$ cat config.mk
export PLATFORM = sky130hd
export DESIGN_NAME = vecirq_unit
export DESIGN_NICKNAME = d
export VERILOG_FILES = /design/src/vecirq_pkg.sv /design/src/vecirq_unit.sv
export SDC_FILE = /design/constraint.sdc
export NUM_CORES = 1
export LEC_CHECK = 0
export ABC_AREA = 1
export ABC_CLOCK_PERIOD_IN_PS = 5300
export BUFFER_PORTS_ARGS = -buffer_cell sky130_fd_sc_hd__buf_2
export CORE_MARGIN = 2
export CORE_UTILIZATION = 55
export CTS_CLUSTER_DIAMETER = 120
export DETAILED_ROUTE_END_ITERATION = 8
export PLACE_DENSITY = 0.94
export SLEW_MARGIN = 20
export SYNTH_ARGS = -nofsm -noshare
export SYNTH_HDL_FRONTEND = slang
export SYNTH_SLANG_ARGS = --single-unit
$ cat constraint.sdc
create_clock -name core_clk_i -period 5.3 [get_ports core_clk_i]
set_clock_uncertainty 0.15 [all_clocks]
set_input_delay 0.265 -clock core_clk_i [delete_from_list [all_inputs] [get_ports core_clk_i]]
set_output_delay 0.265 -clock core_clk_i [all_outputs]
set_load 0.01 [all_outputs]
$ cat src/vecirq_pkg.sv
// Operation
// [RULE1] eight sources, each with fixed top-memory vector
// [RULE2] simultaneous requests resolved by fixed rank
// [RULE3] service at instruction end; reset immediate
// [RULE4] reset level-sensitive, all others edge-triggered
// [RULE5] nonmaskable registers only on rising edge
// [RULE6] software picks edge for external a, b
// [RULE7] nonmaskable halts DMA after current byte finishes
// [RULE8] HDLC keeps running during nonmaskable service
// [RULE9] reset, nonmaskable unmaskable; others individually enabled
// [RULE10] maskable needs own enable and global enable
// [RULE11] pending set on trigger even when disabled
// [RULE12] one independent pending bit per vector, unordered
// [RULE13] pending register readable and writable by software
// [RULE14] external maskable pending bits auto-cleared on service
// [RULE15] software clears on-chip peripheral pending flags
// [RULE16] acknowledge pushes PC, stack pointer up twice
// [RULE17] acknowledge clears global interrupt enable
// [RULE18] PC loaded from selected vector word
// [RULE19] return pops PC and sets global enable
// [RULE20] software may set global enable for nesting
// [RULE21] reset tristates ports, fetches reset vector
// [RULE22] low level on reset pin requests reset
// [RULE23] external inputs synchronised, one pending per edge
package vecirq_pkg;

  localparam int VECIRQ_NSRC = 8;
  localparam int VECIRQ_AW = 16;
  localparam int VECIRQ_DW = 16;
  localparam int VECIRQ_RAW = 4;

  // source ranks, lower wins
  localparam logic [2:0] SRC_RESET = 3'h0;
  localparam logic [2:0] SRC_NMI = 3'h1;
  localparam logic [2:0] SRC_EXT_A = 3'h2;
  localparam logic [2:0] SRC_EXT_B = 3'h3;
  localparam logic [2:0] SRC_HDLC_ERR = 3'h4;
  localparam logic [2:0] SRC_TIMER = 3'h5;
  localparam logic [2:0] SRC_UART = 3'h6;
  localparam logic [2:0] SRC_EOM = 3'h7;

  // vector word of rank r sits at VEC_TOP - 2*r
  localparam logic [15:0] VEC_TOP = 16'hfffe;

  // register byte addresses
  localparam logic [3:0] REG_ENABLE = 4'h0;
  localparam logic [3:0] REG_PENDING = 4'h4;
  localparam logic [3:0] REG_POLARITY = 4'h8;
  localparam logic [3:0] REG_STATUS = 4'hc;

  // enable and polarity register layout
  localparam int EN_GIE_BIT = 0;
  localparam int POL_EXT_A_BIT = 0;
  localparam int POL_EXT_B_BIT = 1;

  localparam logic [7:0] ENABLE_RST = 8'h00;
  localparam logic [7:0] PENDING_RST = 8'h00;
  localparam logic [1:0] POLARITY_RST = 2'h0;

  typedef struct packed {
    logic rd;
    logic wr;
    logic [15:0] addr;
    logic [15:0] wdata;
  } vecirq_mem_req_s;

endpackage

$ cat src/vecirq_unit.sv
`timescale 1ns/1ps
module vecirq_unit
  import vecirq_pkg::*;
(
  // clock and reset
  input wire logic core_clk_i,
  input wire logic sys_rst_i,
  // register port
  input wire logic [VECIRQ_RAW-1:0] reg_addr_i,
  input wire logic [VECIRQ_DW-1:0] reg_wdata_i,
  input wire logic reg_wr_i,
  input wire logic reg_rd_i,
  output logic [VECIRQ_DW-1:0] reg_rdata_o,
  // device pins
  input wire logic reset_pin_n_i,
  input wire logic nmi_pin_i,
  input wire logic ext_int_a_i,
  input wire logic ext_int_b_i,
  // on-chip peripheral requests
  input wire logic hdlc_dma_err_i,
  input wire logic timer_ovf_i,
  input wire logic uart_irq_i,
  input wire logic eom_i,
  // processor core sequencer
  input wire logic instr_done_i,
  input wire logic [VECIRQ_AW-1:0] pc_i,
  input wire logic [VECIRQ_AW-1:0] sp_i,
  input wire logic return_from_interrupt_i,
  input wire logic mem_rdy_i,
  input wire logic [VECIRQ_DW-1:0] mem_rdata_i,
  output vecirq_mem_req_s mem_req_o,
  output logic sp_inc2_o,
  output logic sp_dec2_o,
  output logic pc_load_o,
  output logic [VECIRQ_AW-1:0] pc_value_o,
  output logic core_rst_o,
  output logic ports_hiz_o,
  output logic in_service_o,
  // dma and hdlc
  input wire logic dma_byte_busy_i,
  output logic dma_halt_o,
  output logic hdlc_run_o
);

  typedef enum {
    ST_RESET,
    ST_IDLE,
    ST_DMA_WAIT,
    ST_PUSH,
    ST_VEC_RD,
    ST_LOAD
  } vecirq_state_e;

  function automatic logic [2:0] pick_rank(input logic [7:0] req);
    logic [2:0] r;
    r = 3'h7;
    for (int i = VECIRQ_NSRC - 1; i >= 0; i--) begin
      if (req[i]) begin
        r = 3'(i);
      end
    end
    return r;
  endfunction

  function automatic logic [15:0] vec_addr(input logic [2:0] rank);
    return VEC_TOP - {12'h000, rank, 1'b0};
  endfunction

  function automatic logic edge_hit(input logic now, input logic prev, input logic falling);
    return falling ? (prev & ~now) : (~prev & now);
  endfunction

  vecirq_state_e state_q, state_d;

  logic [7:0] enable_q, enable_d;
  logic [7:0] pending_q, pending_d;
  logic [1:0] polarity_q, polarity_d;
  logic [2:0] rank_q, rank_d;
  logic [VECIRQ_DW-1:0] reg_rdata_q;
  vecirq_mem_req_s mem_req_q, mem_req_d;
  logic sp_inc2_q, sp_dec2_q, pc_load_q;
  logic [VECIRQ_AW-1:0] pc_value_q, pc_value_d;
  logic core_rst_q;
  logic in_service_q, in_service_d;

  // pin synchronisers: stage 1 is read only by stage 2
  logic rst_s1_q, rst_s2_q;
  logic nmi_s1_q, nmi_s2_q, nmi_s3_q;
  logic exa_s1_q, exa_s2_q, exa_s3_q;
  logic exb_s1_q, exb_s2_q, exb_s3_q;
  // on-chip lines share the clock, one delay for edges
  logic hdlc_p_q, tmr_p_q, uart_p_q, eom_p_q;

  always_ff @(posedge core_clk_i) begin
    if (sys_rst_i) begin
      rst_s1_q <= 1'b0;
      rst_s2_q <= 1'b0;
      nmi_s1_q <= 1'b0;
      nmi_s2_q <= 1'b0;
      nmi_s3_q <= 1'b0;
      exa_s1_q <= 1'b0;
      exa_s2_q <= 1'b0;
      exa_s3_q <= 1'b0;
      exb_s1_q <= 1'b0;
      exb_s2_q <= 1'b0;
      exb_s3_q <= 1'b0;
      hdlc_p_q <= 1'b0;
      tmr_p_q <= 1'b0;
      uart_p_q <= 1'b0;
      eom_p_q <= 1'b0;
    end else begin
      rst_s1_q <= ~reset_pin_n_i;
      rst_s2_q <= rst_s1_q;
      nmi_s1_q <= nmi_pin_i; // [RULE23]
      nmi_s2_q <= nmi_s1_q;
      nmi_s3_q <= nmi_s2_q;
      exa_s1_q <= ext_int_a_i; // [RULE23]
      exa_s2_q <= exa_s1_q;
      exa_s3_q <= exa_s2_q;
      exb_s1_q <= ext_int_b_i; // [RULE23]
      exb_s2_q <= exb_s1_q;
      exb_s3_q <= exb_s2_q;
      hdlc_p_q <= hdlc_dma_err_i;
      tmr_p_q <= timer_ovf_i;
      uart_p_q <= uart_irq_i;
      eom_p_q <= eom_i;
    end
  end

  // trigger conditions
  wire reset_req = rst_s2_q; // [RULE22]
  wire nmi_edge = edge_hit(nmi_s2_q, nmi_s3_q, 1'b0); // [RULE5]
  wire exa_edge = edge_hit(exa_s2_q, exa_s3_q, polarity_q[POL_EXT_A_BIT]); // [RULE6]
  wire exb_edge = edge_hit(exb_s2_q, exb_s3_q, polarity_q[POL_EXT_B_BIT]); // [RULE6]
  wire hdlc_edge = hdlc_dma_err_i & ~hdlc_p_q; // [RULE8]
  wire tmr_edge = timer_ovf_i & ~tmr_p_q;
  wire uart_edge = uart_irq_i & ~uart_p_q;
  wire eom_edge = eom_i & ~eom_p_q;

  // bit 0 follows the reset level, the rest latch one edge each
  wire [7:0] trig = {eom_edge, uart_edge, tmr_edge, hdlc_edge,
                     exb_edge, exa_edge, nmi_edge, 1'b0}; // [RULE4] [RULE23]

  // eligibility
  wire global_int_enable = enable_q[EN_GIE_BIT];
  wire [7:0] mask = {{6{global_int_enable}} & enable_q[7:2], 2'b11}; // [RULE9] [RULE10]
  wire [7:0] eligible = pending_q & mask;
  wire [7:0] maskable_req = {eligible[7:2], 1'b0, 1'b0};
  // rank 0 is handled by the reset path, never by the sequencer
  wire [7:0] seq_req = {maskable_req[7:2], eligible[1], 1'b0};
  wire seq_valid = |seq_req;
  wire [2:0] win_rank = pick_rank(seq_req); // [RULE2] [RULE12]

  // register port decode
  wire sel_enable = (reg_addr_i == REG_ENABLE);
  wire sel_pending = (reg_addr_i == REG_PENDING);
  wire sel_polarity = (reg_addr_i == REG_POLARITY);
  wire sel_status = (reg_addr_i == REG_STATUS);
  wire wr_enable = reg_wr_i & sel_enable;
  wire wr_pending = reg_wr_i & sel_pending;
  wire wr_polarity = reg_wr_i & sel_polarity;

  wire [VECIRQ_DW-1:0] status_word = {8'h00, 1'b0, rank_q, 1'b0,
                                      in_service_q, dma_halt_o, core_rst_q};
  wire [VECIRQ_DW-1:0] rd_mux =
    sel_enable ? {8'h00, enable_q} :
    sel_pending ? {8'h00, pending_q} :
    sel_polarity ? {14'h0000, polarity_q} :
    sel_status ? status_word : 16'h0000;

  // sequencer events
  wire take = (state_q == ST_IDLE) & instr_done_i & seq_valid; // [RULE3]
  wire nmi_hold = take & (win_rank == SRC_NMI) & dma_byte_busy_i; // [RULE7]
  wire ack = (state_q == ST_PUSH) & mem_rdy_i;
  wire return_from_interrupt_ok = (state_q == ST_IDLE) & return_from_interrupt_i & ~take;

  // pending bits: a trigger always wins over a clear
  always_comb begin
    pending_d = pending_q;
    if (wr_pending) begin
      pending_d = reg_wdata_i[7:0]; // [RULE13]
    end
    if (ack && (rank_q == SRC_EXT_A || rank_q == SRC_EXT_B || rank_q == SRC_NMI)) begin
      pending_d[rank_q] = 1'b0; // [RULE14]
    end
    // peripherals (ranks 4..7) stay set until software clears them [RULE15]
    pending_d = pending_d | trig; // [RULE11]
    pending_d[SRC_RESET] = reset_req; // [RULE4]
  end

  // enable and global enable
  always_comb begin
    enable_d = enable_q;
    if (wr_enable) begin
      enable_d = reg_wdata_i[7:0]; // [RULE20]
    end
    if (return_from_interrupt_ok) begin
      enable_d[EN_GIE_BIT] = 1'b1; // [RULE19]
    end
    if (ack) begin
      enable_d[EN_GIE_BIT] = 1'b0; // [RULE17]
    end
    enable_d[1:1] = 1'b0;
  end

  always_comb begin
    polarity_d = polarity_q;
    if (wr_polarity) begin
      polarity_d = reg_wdata_i[1:0]; // [RULE6]
    end
  end

  // service sequencer
  always_comb begin
    state_d = state_q;
    rank_d = rank_q;
    mem_req_d = '0;
    pc_value_d = pc_value_q;
    in_service_d = in_service_q;
    case (state_q)
      ST_RESET: begin
        rank_d = SRC_RESET;
        if (!reset_req) begin
          state_d = ST_VEC_RD; // [RULE21]
          mem_req_d.rd = 1'b1;
          mem_req_d.addr = vec_addr(SRC_RESET);
        end
      end
      ST_IDLE: begin
        if (return_from_interrupt_ok) begin
          in_service_d = 1'b0;
        end
        if (take) begin
          rank_d = win_rank;
          if (nmi_hold) begin
            state_d = ST_DMA_WAIT; // [RULE7]
          end else begin
            state_d = ST_PUSH;
            mem_req_d.wr = 1'b1;
            mem_req_d.addr = sp_i;
            mem_req_d.wdata = pc_i; // [RULE16]
          end
        end
      end
      ST_DMA_WAIT: begin
        if (!dma_byte_busy_i) begin
          state_d = ST_PUSH;
          mem_req_d.wr = 1'b1;
          mem_req_d.addr = sp_i;
          mem_req_d.wdata = pc_i; // [RULE16]
        end
      end
      ST_PUSH: begin
        if (mem_rdy_i) begin
          state_d = ST_VEC_RD;
          mem_req_d.rd = 1'b1;
          mem_req_d.addr = vec_addr(rank_q); // [RULE1]
          in_service_d = 1'b1;
        end else begin
          mem_req_d = mem_req_q;
        end
      end
      ST_VEC_RD: begin
        if (mem_rdy_i) begin
          state_d = ST_LOAD;
          pc_value_d = mem_rdata_i; // [RULE18]
        end else begin
          mem_req_d = mem_req_q;
        end
      end
      ST_LOAD: begin
        state_d = ST_IDLE;
      end
      default: begin
        state_d = ST_IDLE;
      end
    endcase
    // reset pin overrides any step in progress
    if (reset_req) begin
      state_d = ST_RESET; // [RULE3] [RULE21]
      mem_req_d = '0;
      in_service_d = 1'b0;
    end
  end

  always_ff @(posedge core_clk_i) begin
    if (sys_rst_i) begin
      state_q <= ST_RESET;
      rank_q <= SRC_RESET;
      enable_q <= ENABLE_RST;
      pending_q <= PENDING_RST;
      polarity_q <= POLARITY_RST;
      mem_req_q <= '0;
      pc_value_q <= '0;
      in_service_q <= 1'b0;
    end else begin
      state_q <= state_d;
      rank_q <= rank_d;
      enable_q <= enable_d;
      pending_q <= pending_d;
      polarity_q <= polarity_d;
      mem_req_q <= mem_req_d;
      pc_value_q <= pc_value_d;
      in_service_q <= in_service_d;
    end
  end

  always_ff @(posedge core_clk_i) begin
    if (sys_rst_i) begin
      sp_inc2_q <= 1'b0;
      sp_dec2_q <= 1'b0;
      pc_load_q <= 1'b0;
      core_rst_q <= 1'b1;
      reg_rdata_q <= '0;
    end else begin
      sp_inc2_q <= ack; // [RULE16]
      sp_dec2_q <= return_from_interrupt_ok; // [RULE19]
      pc_load_q <= (state_q == ST_VEC_RD) & mem_rdy_i & ~reset_req; // [RULE18]
      core_rst_q <= (state_d == ST_RESET); // [RULE21]
      reg_rdata_q <= reg_rd_i ? rd_mux : 16'h0000;
    end
  end

  // dma halts from nonmaskable acceptance until the vector is loaded
  assign dma_halt_o = (state_q != ST_IDLE) && (state_q != ST_RESET) &&
                      (rank_q == SRC_NMI); // [RULE7]
  // hdlc never stops for interrupt service; its errors keep pending
  assign hdlc_run_o = ~core_rst_q; // [RULE8]

  assign reg_rdata_o = reg_rdata_q;
  assign mem_req_o = mem_req_q;
  assign sp_inc2_o = sp_inc2_q;
  assign sp_dec2_o = sp_dec2_q;
  assign pc_load_o = pc_load_q;
  assign pc_value_o = pc_value_q;
  assign core_rst_o = core_rst_q;
  assign ports_hiz_o = core_rst_q; // [RULE21]
  assign in_service_o = in_service_q;

endmodule

After elaboration in Yosys (flattened, before gate mapping)
Index checks and enable logic that the tools add are counted.
{"block": "word_totals", "reg_bits": 139, "latchBits": 0, "mem_bits_rw": 0, "rom_bits": 0, "input_bits": 84, "output_inout_bits": 74, "mem_count": 0}
{"block": "op_classes", "addsub": 1, "mul": 0, "div": 0, "order_cmp": 2, "n_eq_ne": 19, "shift": 0, "mux": 41, "bitwise_logic": 40, "n_reduce_logical": 22}
{"op": "32-bit 2-to-1 mux", "n": 5}
{"op": "32-bit case mux with 5 select lines", "n": 1}
{"op": "33-bit 2-to-1 mux", "n": 3}
{"op": "32-bit by 2-bit == test with 1-bit output (second input constant)", "n": 3}
{"op": "16-bit case mux with 5 select lines", "n": 1}
{"op": "32-bit by 3-bit == test with 1-bit output (second input constant)", "n": 2}
{"op": "32-bit zero test", "n": 2}
{"op": "16-bit case mux with 4 select lines", "n": 1}
{"op": "8-bit 2-to-1 mux", "n": 5}
{"op": "34-bit 2-to-1 mux", "n": 1}
{"op": "32-bit by 1-bit == test with 1-bit output (second input constant)", "n": 1}
{"op": "32-bit by 4-bit == test with 1-bit output (second input constant)", "n": 1}
{"op": "16-bit 2-to-1 mux", "n": 2}
{"op": "32-bit by 2-bit != test with 1-bit output (second input constant)", "n": 1}
{"op": "32-bit nonzero test", "n": 1}
{"op": "1-bit bitwise AND", "n": 21}
{"op": "3-bit 2-to-1 mux", "n": 6}
{"op": "8-bit bitwise AND", "n": 2}
{"op": "7-bit 2-to-1 mux", "n": 2}
{"op": "1-bit inverter", "n": 14}
{"op": "1-bit 2-to-1 mux", "n": 9}
{"op": "4-bit == test (second input constant)", "n": 2}
{"op": "2-bit != test (second input constant)", "n": 4}
{"op": "8-bit inverter", "n": 1}
{"op": "other kinds (22)", "n": 34}

Logic depth before layout (Yosys ltp)
Gate-level depths: netlist of the first run.
{"block": "depth", "depth_word": 16, "depth_mapped": 13, "mapped_depth_nobuf": 13}

Least setup slack after synthesis of the first run
OpenSTA, ideal clock, no wires.
{"block": "synth_path", "kind": "register -> register", "startpoint": "register state_q[14]", "endpoint": "register mem_req_q, in the netlist mem_req_o[22]", "setup_ns": 0.138, "arrival_ns": 1.425, "required_ns": 5.012, "setup_slack_ns": 3.588, "path_stages_with_launch": 14, "n_path_buf": 1, "path_cell_list": "dfxtp_1 > nor2_1 > nand2_1 > nor2_4 > inv_2 > nor2_8 > nand3_2 > nand2_2 > nand2_4 > nand2_2 > buf_6 > nand2_1 > inv_1 > a21oi_2"}
{"block": "synth_between", "elab_chain_cells": 8, "elab_cells_between_ends": 16, "cone_classes": "7 x eq/ne; 3 x mux; 4 x bitwise; 2 x reduce/logical"}
{"item": "start: declaration", "line_no": "vecirq_unit.sv:73", "source": "vecirq_state_e state_q, state_d;"}
{"item": "start signal: assignment", "line_no": "vecirq_unit.sv:297", "source": "state_q <= state_d;"}
{"item": "32-bit by 2-bit == test with 1-bit output", "line_no": "vecirq_unit.sv:172", "source": "wire take = (state_q == ST_IDLE) & instr_done_i & seq_valid;"}
{"item": "1-bit bitwise AND (2 in a row)", "line_no": "vecirq_unit.sv:172"}
{"item": "1-bit bitwise AND (2 in a row)", "line_no": "vecirq_unit.sv:173", "source": "wire nmi_hold = take & (win_rank == SRC_NMI) & dma_byte_busy_i;"}
{"item": "33-bit 2-to-1 mux", "line_no": "vecirq_unit.sv:235", "source": "if (nmi_hold) begin"}
{"item": "33-bit 2-to-1 mux", "line_no": "vecirq_unit.sv:233", "source": "if (take) begin"}
{"item": "16-bit case mux with 5 select lines", "line_no": "vecirq_unit.sv:220", "source": "case (state_q)"}
{"item": "end signal: assignment", "line_no": "vecirq_unit.sv:302", "source": "mem_req_q <= mem_req_d;"}
{"item": "end: declaration", "line_no": "vecirq_unit.sv:80", "source": "vecirq_mem_req_s mem_req_q, mem_req_d;"}
Several ways; a longest one is shown, not always the timed one.
A chain may end at the register's enable or synchronous reset.

Worst setup path after layout of the first run
{"block": "layout_path", "startpoint": "register state_q[12]", "endpoint": "register in_service_q (netlist: in_service_o)"}
{"block": "layout_between", "elab_chain_cells": 7, "elab_cells_between_ends": 13, "cone_classes": "5 x eq/ne; 1 x mux; 5 x bitwise; 2 x reduce/logical"}
{"item": "32-bit by 2-bit == test with 1-bit output", "line_no": "vecirq_unit.sv:172, vecirq_unit.sv:175"}
{"item": "1-bit bitwise AND (2 in a row)", "line_no": "vecirq_unit.sv:172"}
{"item": "1-bit inverter", "line_no": "vecirq_unit.sv:175", "source": "wire return_from_interrupt_ok = (state_q == ST_IDLE) & return_from_interrupt_i & ~take;"}
{"item": "1-bit bitwise AND", "line_no": "vecirq_unit.sv:175"}
{"item": "2-bit != test (no line)"}
{"item": "3-bit AND reduction (no line)"}
{"item": "end signal: assignment", "line_no": "vecirq_unit.sv:304", "source": "in_service_q <= in_service_d;"}
{"item": "end: declaration", "line_no": "vecirq_unit.sv:84", "source": "logic in_service_q, in_service_d;"}
Several ways; a longest one is shown, not always the timed one.

==> load_flow_metrics.sql, run 1 <==
INSERT INTO impl_metrics (metric_group, metric, value, unit) VALUES
('status', 'outcome', 'complete, no violations', ''),
('flow_run', 'cap_violations', '0', ''),
('logic_synthesis', 'synthAdderAreaFrac', '0', '%'),
('worst_setup_path', 'timing.critical_path.arrival', '2.88', 'ns'),
('worst_setup_path', 'crit_slowest_cell', 'dlygate4sd3_1', ''),
('sta', 'final-max-slew-violation-count', '0', ''),
('finish', 'instances_no_fill', '1009', ''),
('drt', 'dr_total_vias', '5405', ''),
('grt', 'grt_pass1_wl', '27130', 'µm'),
('logic_synthesis', 'yosys-top-cells-count', 'nand2_1, dfxtp_1, nor2_1, inv_1, o21ai_0', ''),
('drt', 'firstDrtPassIters', '6', ''),
('power', 'share_seq_of_total_power', '43.3', '%'),
('sta', 'setup_repair_after_global_routing_missed_its_margin', 'false', ''),
('floorplanning', 'placement_rows', '35', ''),
('grt', 'grt_pass1_vias', '5632', ''),
('floorplanning', 'initial_util', '56.17', '%'),
('logic_synthesis', 'syn_avg_cell_area', '8.046', 'µm²'),
('worst_setup_path', 'critPathKind', 'flop to flop', ''),
('logic_synthesis', 'synth_top_area_share', '50.62', '%'),
('power', 'net-switching-power', '528.2', 'µW'),
('floorplanning', 'fp.dieW', '100.7', 'µm'),
('floorplanning', 'fp.dieArea', '10140', 'µm²'),
('power', 'power_frac_clock', '50.8', '%'),
('logic_synthesis', 'synth-edff-count', '0', ''),
('clock_network', 'cts.clk_slew.worst_paths', '0.06', 'ns'),
('worst_setup_path', 'crit_path_frequent_cell', 'nand2_1', ''),
('grt', 'grt_use_met2', '60.62', '%'),
('clock_network', 'cts.repair_timing.setup_buffer_count', '0', ''),
('place', 'cell_count_post_placement', '902', ''),
('logic_synthesis', 'synth_flop_type', 'dfxtp_1', ''),
('clock_network', 'insertion_delay', '0.52', 'ns'),
('drt', 'starting_drc_count_in_detailed_routing', '418', ''),
('hold_path', 'holdCritStartpoint', 'reg_addr_i[3]', ''),
('clock_network', 'clockRootBuffer', 'clkbuf_8', ''),
('grt', 'groute.layer.met3.usage', '11.65', '%'),
('worst_setup_path', 'setup.worst_path.start_class', 'flop', ''),
('grt', 'grt_max_degree', '38', ''),
('grt', 'grtUsageTotal', '34.95', '%'),
('grt', 'globalRouteMet1Util', '34.80', '%'),
('power', 'power-per-cell-area', '321.1', 'nW/µm²'),
('clock_network', 'clock_path_buffers', '2', ''),
('drt', 'wl', '17170', 'µm'),
('finish', 'drive_gt1_share', '28.65', '%'),
('clock_network', 'ctsResizeCount', '0', ''),
('logic_synthesis', 'post_synth_arst_share', '0', '%'),
('grt', 'global_route.peak_usage_layer', 'met2', ''),
('logic_synthesis', 'post_synth_and_or_nand_nor_area_fraction', '26.79', '%'),
('clock_network', 'h-tree-depth', '4', ''),
('worst_setup_path', 'path_max_fanout', '5', ''),
('logic_synthesis', 'synthMostInstantiatedCell', 'nand2_1', ''),
('finish', 'area.growth.synth_to_final', '41.81', '%'),
('power', 'internal_power', '1813', 'µW'),
('floorplanning', 'core_region_area', '9153', 'µm²'),
('logic_synthesis', 'yosys-mux-area-fraction', '1.095', '%'),
('drt', 'per_cell_via_count_in_the_routed_design', '5.357', ''),
('logic_synthesis', 'largest_family_of_logic_cells_by_synthesized_area', 'simple AND/OR/NAND/NOR gates', ''),
('sta', 'period_needed', '2.574', 'ns'),
('worst_setup_path', 'worstPathBufferInverterCount', '1', ''),
('worst_setup_path', 'rr_startpoint', 'state_q[12]$_SDFF_PP0_', ''),
('clock_network', 'cts_hold_buffers', '74', ''),
('floorplanning', 'design.portCount', '158', ''),
('logic_synthesis', 'ys.warnings.count', '0', ''),
('logic_synthesis', 'synth.ff_latch_count', '130', ''),
('logic_synthesis', 'mappedNetlistArea', '5141', 'µm²'),
('sta', 'timing_hold_violations_final', '0', ''),
('worst_setup_path', 'crit_path_cell_trace', 'nor2_1 > nand2_1 > nor2_4 > nand2_1 > nor2_2 > nand2_1 > nor2_1 > nand2_1 > nand2_1 > nand2_1 > a21oi_1 > dlygate4sd3_1', ''),
('worst_setup_path', 'worst-endpoint-required', '5.61', 'ns'),
('sta', 'layout_worst_path_cycle_share', '48.57', '%'),
('finish', 'layout.core_utilization', '79.66', '%'),
('drt', 'final_antenna_net_count', '0', ''),
('power', 'irDropWorstVdd', '0.2142', 'mV');
[worst paths after layout]
kind / to / slack, ns / cells after the start
worst max-delay path: in_service_o$_SDFFE_PP0P_ / 2.73 / 12
worst min-delay path: reg_rdata_o[3]$_SDFF_PP0_ / 0.02 / 4
worst max register to register: in_service_o$_SDFFE_PP0P_ / 2.73 / 12
worst min register to register: exb_s2_q$_SDFF_PP0_ / 0.25 / 2
[stage by stage]
stage	hold slack, ns	worst slack [ns]	instance area, µm²	total power, µW
CTS	0.008641	2.894	7288	2320
global route	0.03936	2.687	7291	2405
global placement	0.2411	3.271	5948	1118
finish	0.01817	2.726	7291	2341
detailed placement	0.2461	3.224	5948	1122
floorplan	0.1817	3.588	5276	1082
[layer usage]
metal,up-vias,routed length (µm),part of all wire (%)
met5,-,0,0
met4,0,1345,7.8
met3,129,1341,7.8
met2,369,8690,51
met1,2451,5790,34
li1,2456,-,-
[worst reg2reg max path: cells and delay by family (launching register included)]
family | cells | cell delay (ns)
AND/OR/NAND/NOR | 10 | 1.33
buffers and inverters | 1 | 0.58
flip-flops | 1 | 0.32
AO/OA/AOI/OAI | 1 | 0.14
[power groups by stage]
| stage | logic, µW | registers, µW | clock network, µW |
|---|---|---|---|
| after floorplan | 51.8 | 1030 | 0 |
| after global placement | 86.5 | 1030 | 0 |
| after detailed placement | 88.5 | 1030 | 0 |
| after CTS | 129 | 1010 | 1180 |
| after global routing | 149 | 1020 | 1240 |
| final | 138 | 1010 | 1190 |
[flip-flops by register name, indices dropped and copies added, names as in the netlist, 2 cells and up]
register / cells
reg_rdata_o: 8
rank_q: 3
mem_req_o: 34
enable_q: 7
polarity_q: 2
pc_value_o: 16
pending_q: 8
state_q: 32
[layout make-up]
cell class                      instances  area (µm²)
Sequential cell                       130        2603
Multi-Input combinational cell        444        2198
Fill cell                             511        1862
Timing Repair Buffer                  217        1461
Clock buffer                           20       445.4
Inverter                               74       287.8
Clock inverter                         12       153.9
Tap cell                              111       138.9
Antenna cell                            1       2.502
[logic make-up after synthesis]
group / after synthesis
AND/OR/NAND/NOR: 299
flip-flops: 130
AO/OA/AOI/OAI: 103
buffers and inverters: 101
multiplexers: 5
other: 1
[cell usage in the layout, fill, tap and decap left out, drive strengths merged]
master,n
nor2,98
a31oi,4
clkinvlp,3
bufinv,3
nand4,3
inv,74
o21ai,45
clkinv,6
nand3b,2
nor3,9
o22ai,2
conb,37
buf,143
nand3,24
dfxtp,130
nor3b,1
dlygate4sd3,74
clkbuf,20
a21oi,51
mux2,5
nand2,162
o211ai,1
diode,1
Power figures use the tool's default switching activity.
==> inputs of run 2 (changes only) <==
Settings changed: ABC_AREA 1 to 0, ABC_CLOCK_PERIOD_IN_PS 5300 to 2700, CORE_UTILIZATION 55 to 50, PLACE_DENSITY 0.94 to 0.88.
Clock period 5.3 ns to 2.7 ns, I/O delays scaled along.
==> load_flow_metrics.sql, run 2 <==
INSERT INTO impl_metrics (metric_group, metric, value, unit) VALUES
('flow_run', 'cap_violations', '0', ''),
('sta', 'layout_worst_path_cycle_share', '89.23', '%'),
('clock_network', 'cts.clk_slew.worst_paths', '0.06', 'ns'),
('sta', 'setup_repair_after_global_routing_missed_its_margin', 'false', ''),
('logic_synthesis', 'synth_top_cells_by_area', 'dfxtp_1, mux2i_1, nor2_1, a21oi_1, a22oi_1', ''),
('logic_synthesis', 'ys.warnings.count', '0', ''),
('drt', 'final_antenna_net_count', '0', ''),
('drt', 'detail_route.drc_violations', '0', ''),
('sta', 'achievable-frequency', '415.1', 'MHz'),
('worst_setup_path', 'worstSetupEndpointType', 'flop', ''),
('worst_setup_path', 'path_max_fanout', '12', ''),
('worst_setup_path', 'setup.worst_path.start_class', 'input port', ''),
('sta', 'setup-tns-final', '0', 'ns'),
('sta', 'report.final.setup_viol', '0', ''),
('logic_synthesis', 'synth-seq-area-share', '55.60', '%'),
('logic_synthesis', 'synth_top_area_share', '55.60', '%'),
('finish', 'drive_gt1_share', '27.52', '%'),
('clock_network', 'clock_sinks', '130', ''),
('hold_path', 'timing.hold.worst.class', 'input port to flop', ''),
('power', 'irDropWorstVdd', '0.4811', 'mV'),
('clock_network', 'clockRootBuffer', 'clkbuf_8', ''),
('finish', 'mostFrequentLayoutCell', 'buf_2', ''),
('worst_setup_path', 'timing.critical_path.arrival', '2.69', 'ns'),
('logic_synthesis', 'yosys-top-cells-count', 'dfxtp_1, nor2_1, a21oi_1, mux2i_1', ''),
('power', 'total_power', '4402', 'µW'),
('clock_network', 'insertion_delay', '0.51', 'ns'),
('floorplanning', 'core_region_area', '9153', 'µm²'),
('grt', 'antenna_found_initial', '0', ''),
('worst_setup_path', 'critPathKind', 'input port to flop', ''),
('finish', 'multi_input_comb_area', '2009', 'µm²'),
('place', 'placement.io_buffers', '141', ''),
('clock_network', 'cts_tree', 'done', ''),
('clock_network', 'h-tree-depth', '4', ''),
('sta', 'worst-slew-pin-transition', '1.073', 'ns'),
('power', 'power_leakage', '0.003012', 'µW'),
('finish', 'area.growth.synth_to_final', '47.58', '%'),
('grt', 'grt_max_degree', '54', ''),
('sta', 'period_needed', '2.409', 'ns'),
('floorplanning', 'initial_util', '51.14', '%'),
('logic_synthesis', 'synthesis.instances', '462', ''),
('drt', 'routedWlPerCell', '16.72', 'µm'),
('finish', 'insertedDiodeCount', '0', ''),
('grt', 'grt_pass1_wl', '22280', 'µm'),
('finish', 'num-nets-final', '794', ''),
('finish', 'commonest_cells_after_routing_fill_and_taps_aside', 'buf_2, dfxtp_1, dlygate4sd3_1', ''),
('finish', 'fill_cells', '565', ''),
('drt', 'dr_total_vias', '4543', ''),
('drt', 'wl', '13940', 'µm'),
('worst_setup_path', 'worst-endpoint-required', '2.98', 'ns'),
('logic_synthesis', 'mappedNetlistArea', '4681', 'µm²'),
('logic_synthesis', 'synth_cell_types', '50', ''),
('drt', 'firstDrtPassIters', '5', ''),
('floorplanning', 'placement_rows', '35', ''),
('drt', 'starting_drc_count_in_detailed_routing', '398', ''),
('logic_synthesis', 'synth_top_cell_by_area', 'dfxtp_1', ''),
('logic_synthesis', 'synth-edff-count', '0', ''),
('finish', 'sequential_cell_area', '2603', 'µm²'),
('grt', 'grtUsageTotal', '28.25', '%'),
('grt', 'grt_pass1_vias', '4583', ''),
('hold_path', 'number_of_stages_on_the_worst_hold_path', '6', ''),
('finish', 'largest_register_ff_count', '34', ''),
('clock_network', 'cts.repair_timing.setup_buffer_count', '0', ''),
('clock_network', 'clock_path_buffers', '2', ''),
('sta', 'timing_hold_violations_final', '0', ''),
('clock_network', 'tritoncts.num_buffers', '17', ''),
('sta', 'max-slew-margin-rel', '28.46', '%'),
('logic_synthesis', 'post_synth_arst_share', '0', '%'),
('logic_synthesis', 'syn_avg_cell_area', '10.13', 'µm²'),
('sta', 'final-max-slew-violation-count', '0', ''),
('drt', 'per_cell_via_count_in_the_routed_design', '5.447', ''),
('floorplanning', 'floorplan.die.height', '100.8', 'µm'),
('floorplanning', 'fp.dieArea', '10150', 'µm²'),
('logic_synthesis', 'synth.ff_latch_count', '130', ''),
('status', 'outcome', 'complete, no violations', ''),
('floorplanning', 'design.portCount', '158', ''),
('floorplanning', 'fp.dieW', '100.8', 'µm'),
('place', 'gp_congestion', '0.9666', ''),
('power', 'power-per-cell-area', '637.2', 'nW/µm²'),
('logic_synthesis', 'synth_flop_type', 'dfxtp_1', ''),
('place', 'detailedPlacementHpwl', '7716', 'µm'),
('finish', 'layout.core_utilization', '75.48', '%'),
('logic_synthesis', 'synthMostInstantiatedCell', 'dfxtp_1', ''),
('worst_setup_path', 'r2r_depth', '5', ''),
('grt', 'global_route.overflow_total', '0', '');
## run 2: power breakdown
part,total (µW),switching (µW),internal [µW]
registers,2000,33.0,1970
logic,282,124,158
clock network,2120,864,1260
## run 2: cell families (layout without fill, tap and decap cells)
logic type,after synthesis,after routing,share of synthesized area [%]
simple gates,165,165,18.90
flops,130,130,55.60
compound gates,98,98,15.10
buf+inv,43,268,4.705
mux,25,25,5.613
other cells,1,37,0.08012
## run 2: worst max-delay path, cell delays in order
cell and delay, ns:
dlygate4sd3_1 0.55, buf_2 0.21, nor4_2 0.24, dlygate4sd3_1 0.58, buf_4 0.16, nand3_1 0.09
dlygate4sd3_1 0.58, a21oi_1 0.15
## run 2: area by class of cell
type                            instances  area share [%]
Tap cell                              111           2.011
Sequential cell                       130           37.67
Clock inverter                         13           1.847
Timing Repair Buffer                  229           22.75
Inverter                                7          0.3804
Multi-Input combinational cell        325           29.09
Clock buffer                           19           6.249
## run 2: path summary, 6_finish.rpt
kind                     startpoint                    endpoint  slack [ns]
max                   reg_addr_i[3]    enable_q[4]$_SDFFE_PP0P_        0.29
min                    instr_done_i       state_q[1]$_SDFF_PP0_        0.08
max reg2reg  state_q[25]$_SDFF_PP0_  mem_req_o[17]$_SDFFE_PP0P_        0.36
min reg2reg     rst_s1_q$_SDFF_PP0_        reset_req$_SDFF_PP0_        0.28
## run 2: through the flow
| step | instances | setup WS [ns] | hold WS [ns] | area (µm²) |
|---|---|---|---|---|
| floorplan | 498 | 0.7116 | 0.05169 | 4816 |
| global route | 834 | 0.1810 | 0.1193 | 6908 |
| CTS | 834 | 0.3530 | 0.04956 | 6908 |
| global placement | 720 | 0.4696 | 0.1418 | 5528 |
| detailed placement | 720 | 0.3406 | 0.1474 | 5528 |
| finish | 834 | 0.2907 | 0.07727 | 6908 |
## run 2: per-layer routing
| metal | track usage, % | part of all wire, % |
|---|---|---|
| met1 | 32.32 | 38 |
| met2 | 48.31 | 50 |
| met3 | 6.380 | 7.7 |
| met4 | 16.33 | 4.1 |
| met5 | 0 | 0 |
## run 2: timing repair
action / 4_1_cts / 5_1_grt
endpoints found under the hold margin: 86 / 0
gates resized for setup: 0 / 0
hold buffers: 82 / 0
==> inputs of run 3 (changes only) <==
Settings changed: MAX_ROUTING_LAYER from default to met4, REMOVE_ABC_BUFFERS from default to 1.
==> load_flow_metrics.sql, run 3 (synthesis results as in run 2) <==
INSERT INTO impl_metrics (metric_group, metric, value, unit) VALUES
('status', 'outcome', 'complete, no violations', ''),
('grt', 'grt_pass1_wl', '22490', 'µm'),
('finish', 'largest_register_ff_count', '34', ''),
('drt', 'routedWlPerCell', '17.32', 'µm'),
('grt', 'grtUsageTotal', '29.44', '%'),
('grt', 'grt_pass1_vias', '4637', ''),
('finish', 'fill_cells', '537', ''),
('hold_path', 'timing.hold.worst.class', 'input port to flop', ''),
('drt', 'final_antenna_net_count', '0', ''),
('sta', 'setup_repair_after_global_routing_missed_its_margin', 'false', ''),
('worst_setup_path', 'worst-endpoint-required', '2.98', 'ns'),
('worst_setup_path', 'critPathKind', 'input port to flop', ''),
('finish', 'sequential_cell_area', '2603', 'µm²'),
('sta', 'layout_worst_path_cycle_share', '91.59', '%'),
('finish', 'mostFrequentLayoutCell', 'buf_2', ''),
('power', 'power-per-cell-area', '640.3', 'nW/µm²'),
('place', 'placement.io_buffers', '141', ''),
('worst_setup_path', 'worstSetupEndpointType', 'flop', ''),
('sta', 'hold_slack', '0.1349', 'ns'),
('drt', 'starting_drc_count_in_detailed_routing', '463', ''),
('clock_network', 'clock_sinks', '130', ''),
('place', 'detailedPlacementHpwl', '7629', 'µm'),
('power', 'irDropWorstVdd', '0.4076', 'mV'),
('worst_setup_path', 'setup.worst_path.start_class', 'input port', ''),
('finish', 'multi_input_comb_area', '2009', 'µm²'),
('finish', 'num-nets-final', '797', ''),
('floorplanning', 'floorplan.die.height', '100.8', 'µm'),
('clock_network', 'cts_hold_buffers', '84', ''),
('sta', 'final-max-slew-violation-count', '0', ''),
('sta', 'max-slew-margin-rel', '39.33', '%'),
('finish', 'drive_gt1_share', '27.69', '%'),
('grt', 'grt_max_degree', '34', ''),
('worst_setup_path', 'timing.critical_path.arrival', '2.75', 'ns'),
('sta', 'timing_hold_violations_final', '0', ''),
('sta', 'setup-tns-final', '0', 'ns'),
('power', 'total_power', '4444', 'µW'),
('grt', 'antenna_found_initial', '0', ''),
('clock_network', 'cts_tree', 'done', ''),
('power', 'power_leakage', '0.003028', 'µW'),
('clock_network', 'clock_path_buffers', '2', ''),
('sta', 'report.final.setup_viol', '0', ''),
('floorplanning', 'fp.dieArea', '10150', 'µm²'),
('drt', 'firstDrtPassIters', '7', ''),
('drt', 'per_cell_via_count_in_the_routed_design', '5.600', ''),
('sta', 'period_needed', '2.473', 'ns'),
('sta', 'worst-slew-pin-transition', '0.9100', 'ns'),
('sta', 'achievable-frequency', '404.4', 'MHz'),
('place', 'cell_count_post_placement', '721', ''),
('clock_network', 'h-tree-depth', '4', ''),
('finish', 'area.growth.synth_to_final', '48.28', '%'),
('finish', 'commonest_cells_after_routing_fill_and_taps_aside', 'buf_2, dfxtp_1, dlygate4sd3_1', ''),
('grt', 'global_route.overflow_total', '0', ''),
('finish', 'instances_no_fill', '838', ''),
('floorplanning', 'fp.dieW', '100.8', 'µm'),
('floorplanning', 'initial_util', '51.14', '%'),
('floorplanning', 'core_region_area', '9153', 'µm²'),
('clock_network', 'insertion_delay', '0.51', 'ns'),
('flow_run', 'cap_violations', '0', ''),
('clock_network', 'clockRootBuffer', 'clkbuf_8', ''),
('drt', 'wl', '14510', 'µm'),
('drt', 'dr_total_vias', '4693', ''),
('worst_setup_path', 'path_max_fanout', '12', ''),
('floorplanning', 'design.portCount', '158', ''),
('place', 'gp_congestion', '0.9145', ''),
('clock_network', 'cts.clk_slew.worst_paths', '0.06', 'ns'),
('clock_network', 'cts.repair_timing.setup_buffer_count', '0', ''),
('drt', 'detail_route.drc_violations', '0', ''),
('clock_network', 'ctsResizeCount', '0', ''),
('floorplanning', 'placement_rows', '35', ''),
('clock_network', 'tritoncts.num_buffers', '17', '');
## run 3: metal layers
metal	GRT usage, %	up-vias	wire, µm
met5	-	-	0
met4	16.23	0	849
met3	7.767	95	1170
met2	48.72	341	7162
met1	32.16	2153	5328
li1	-	2104	-
## run 3: cell type report
type	instances	share of cell area [%]
sequential	130	37.50
multi-input combinational	325	28.95
timing repair buffer	232	23.04
clock buffer	17	5.967
clock inverter	15	2.127
tap	111	2.001
inverter	7	0.3786
antenna	1	0.03606
## run 3: through the flow
stage	setup slack, ns	area, µm²	util, %
after floorplan	-0.1315	4622	-
after global placement	0.4691	5535	60.48
after detailed placement	0.4329	5535	60.48
after CTS	0.3668	6938	75.80
after global routing	0.1902	6938	75.80
final	0.2270	6940	75.83
## run 3: worst paths after layout
| kind | slack [ns] | startpoint | endpoint | cells past startpoint |
|---|---|---|---|---|
| hold reg to reg | 0.29 | exb_s1_q$_SDFF_PP0_ | exb_s2_q$_SDFF_PP0_ | 1 |
| setup / recovery | 0.23 | reg_addr_i[3] | enable_q[3]$_SDFFE_PP0P_ | 8 |
| setup reg to reg | 0.32 | state_q[25]$_SDFF_PP0_ | mem_req_o[17]$_SDFFE_PP0P_ | 5 |
| hold / removal | 0.13 | dma_byte_busy_i | mem_req_o[31]$_SDFFE_PP0P_ | 5 |
## run 3: critical path: stages
cell and delay, ns:
dlygate4sd3_1 0.55, buf_2 0.21, nor4_2 0.21, dlygate4sd3_1 0.59, buf_4 0.19, nand3_1 0.11, dlygate4sd3_1 0.58, a21oi_1 0.17
## run 3: report_power, final
part | leakage (µW) | switching [µW] | total (µW) | internal, µW
clock | 0.000269 | 909 | 2160 | 1250
combinational | 0.00170 | 131 | 292 | 161
sequential | 0.00106 | 31.3 | 2000 | 1960
total | 0.00303 | 1070 | 4440 | 3370
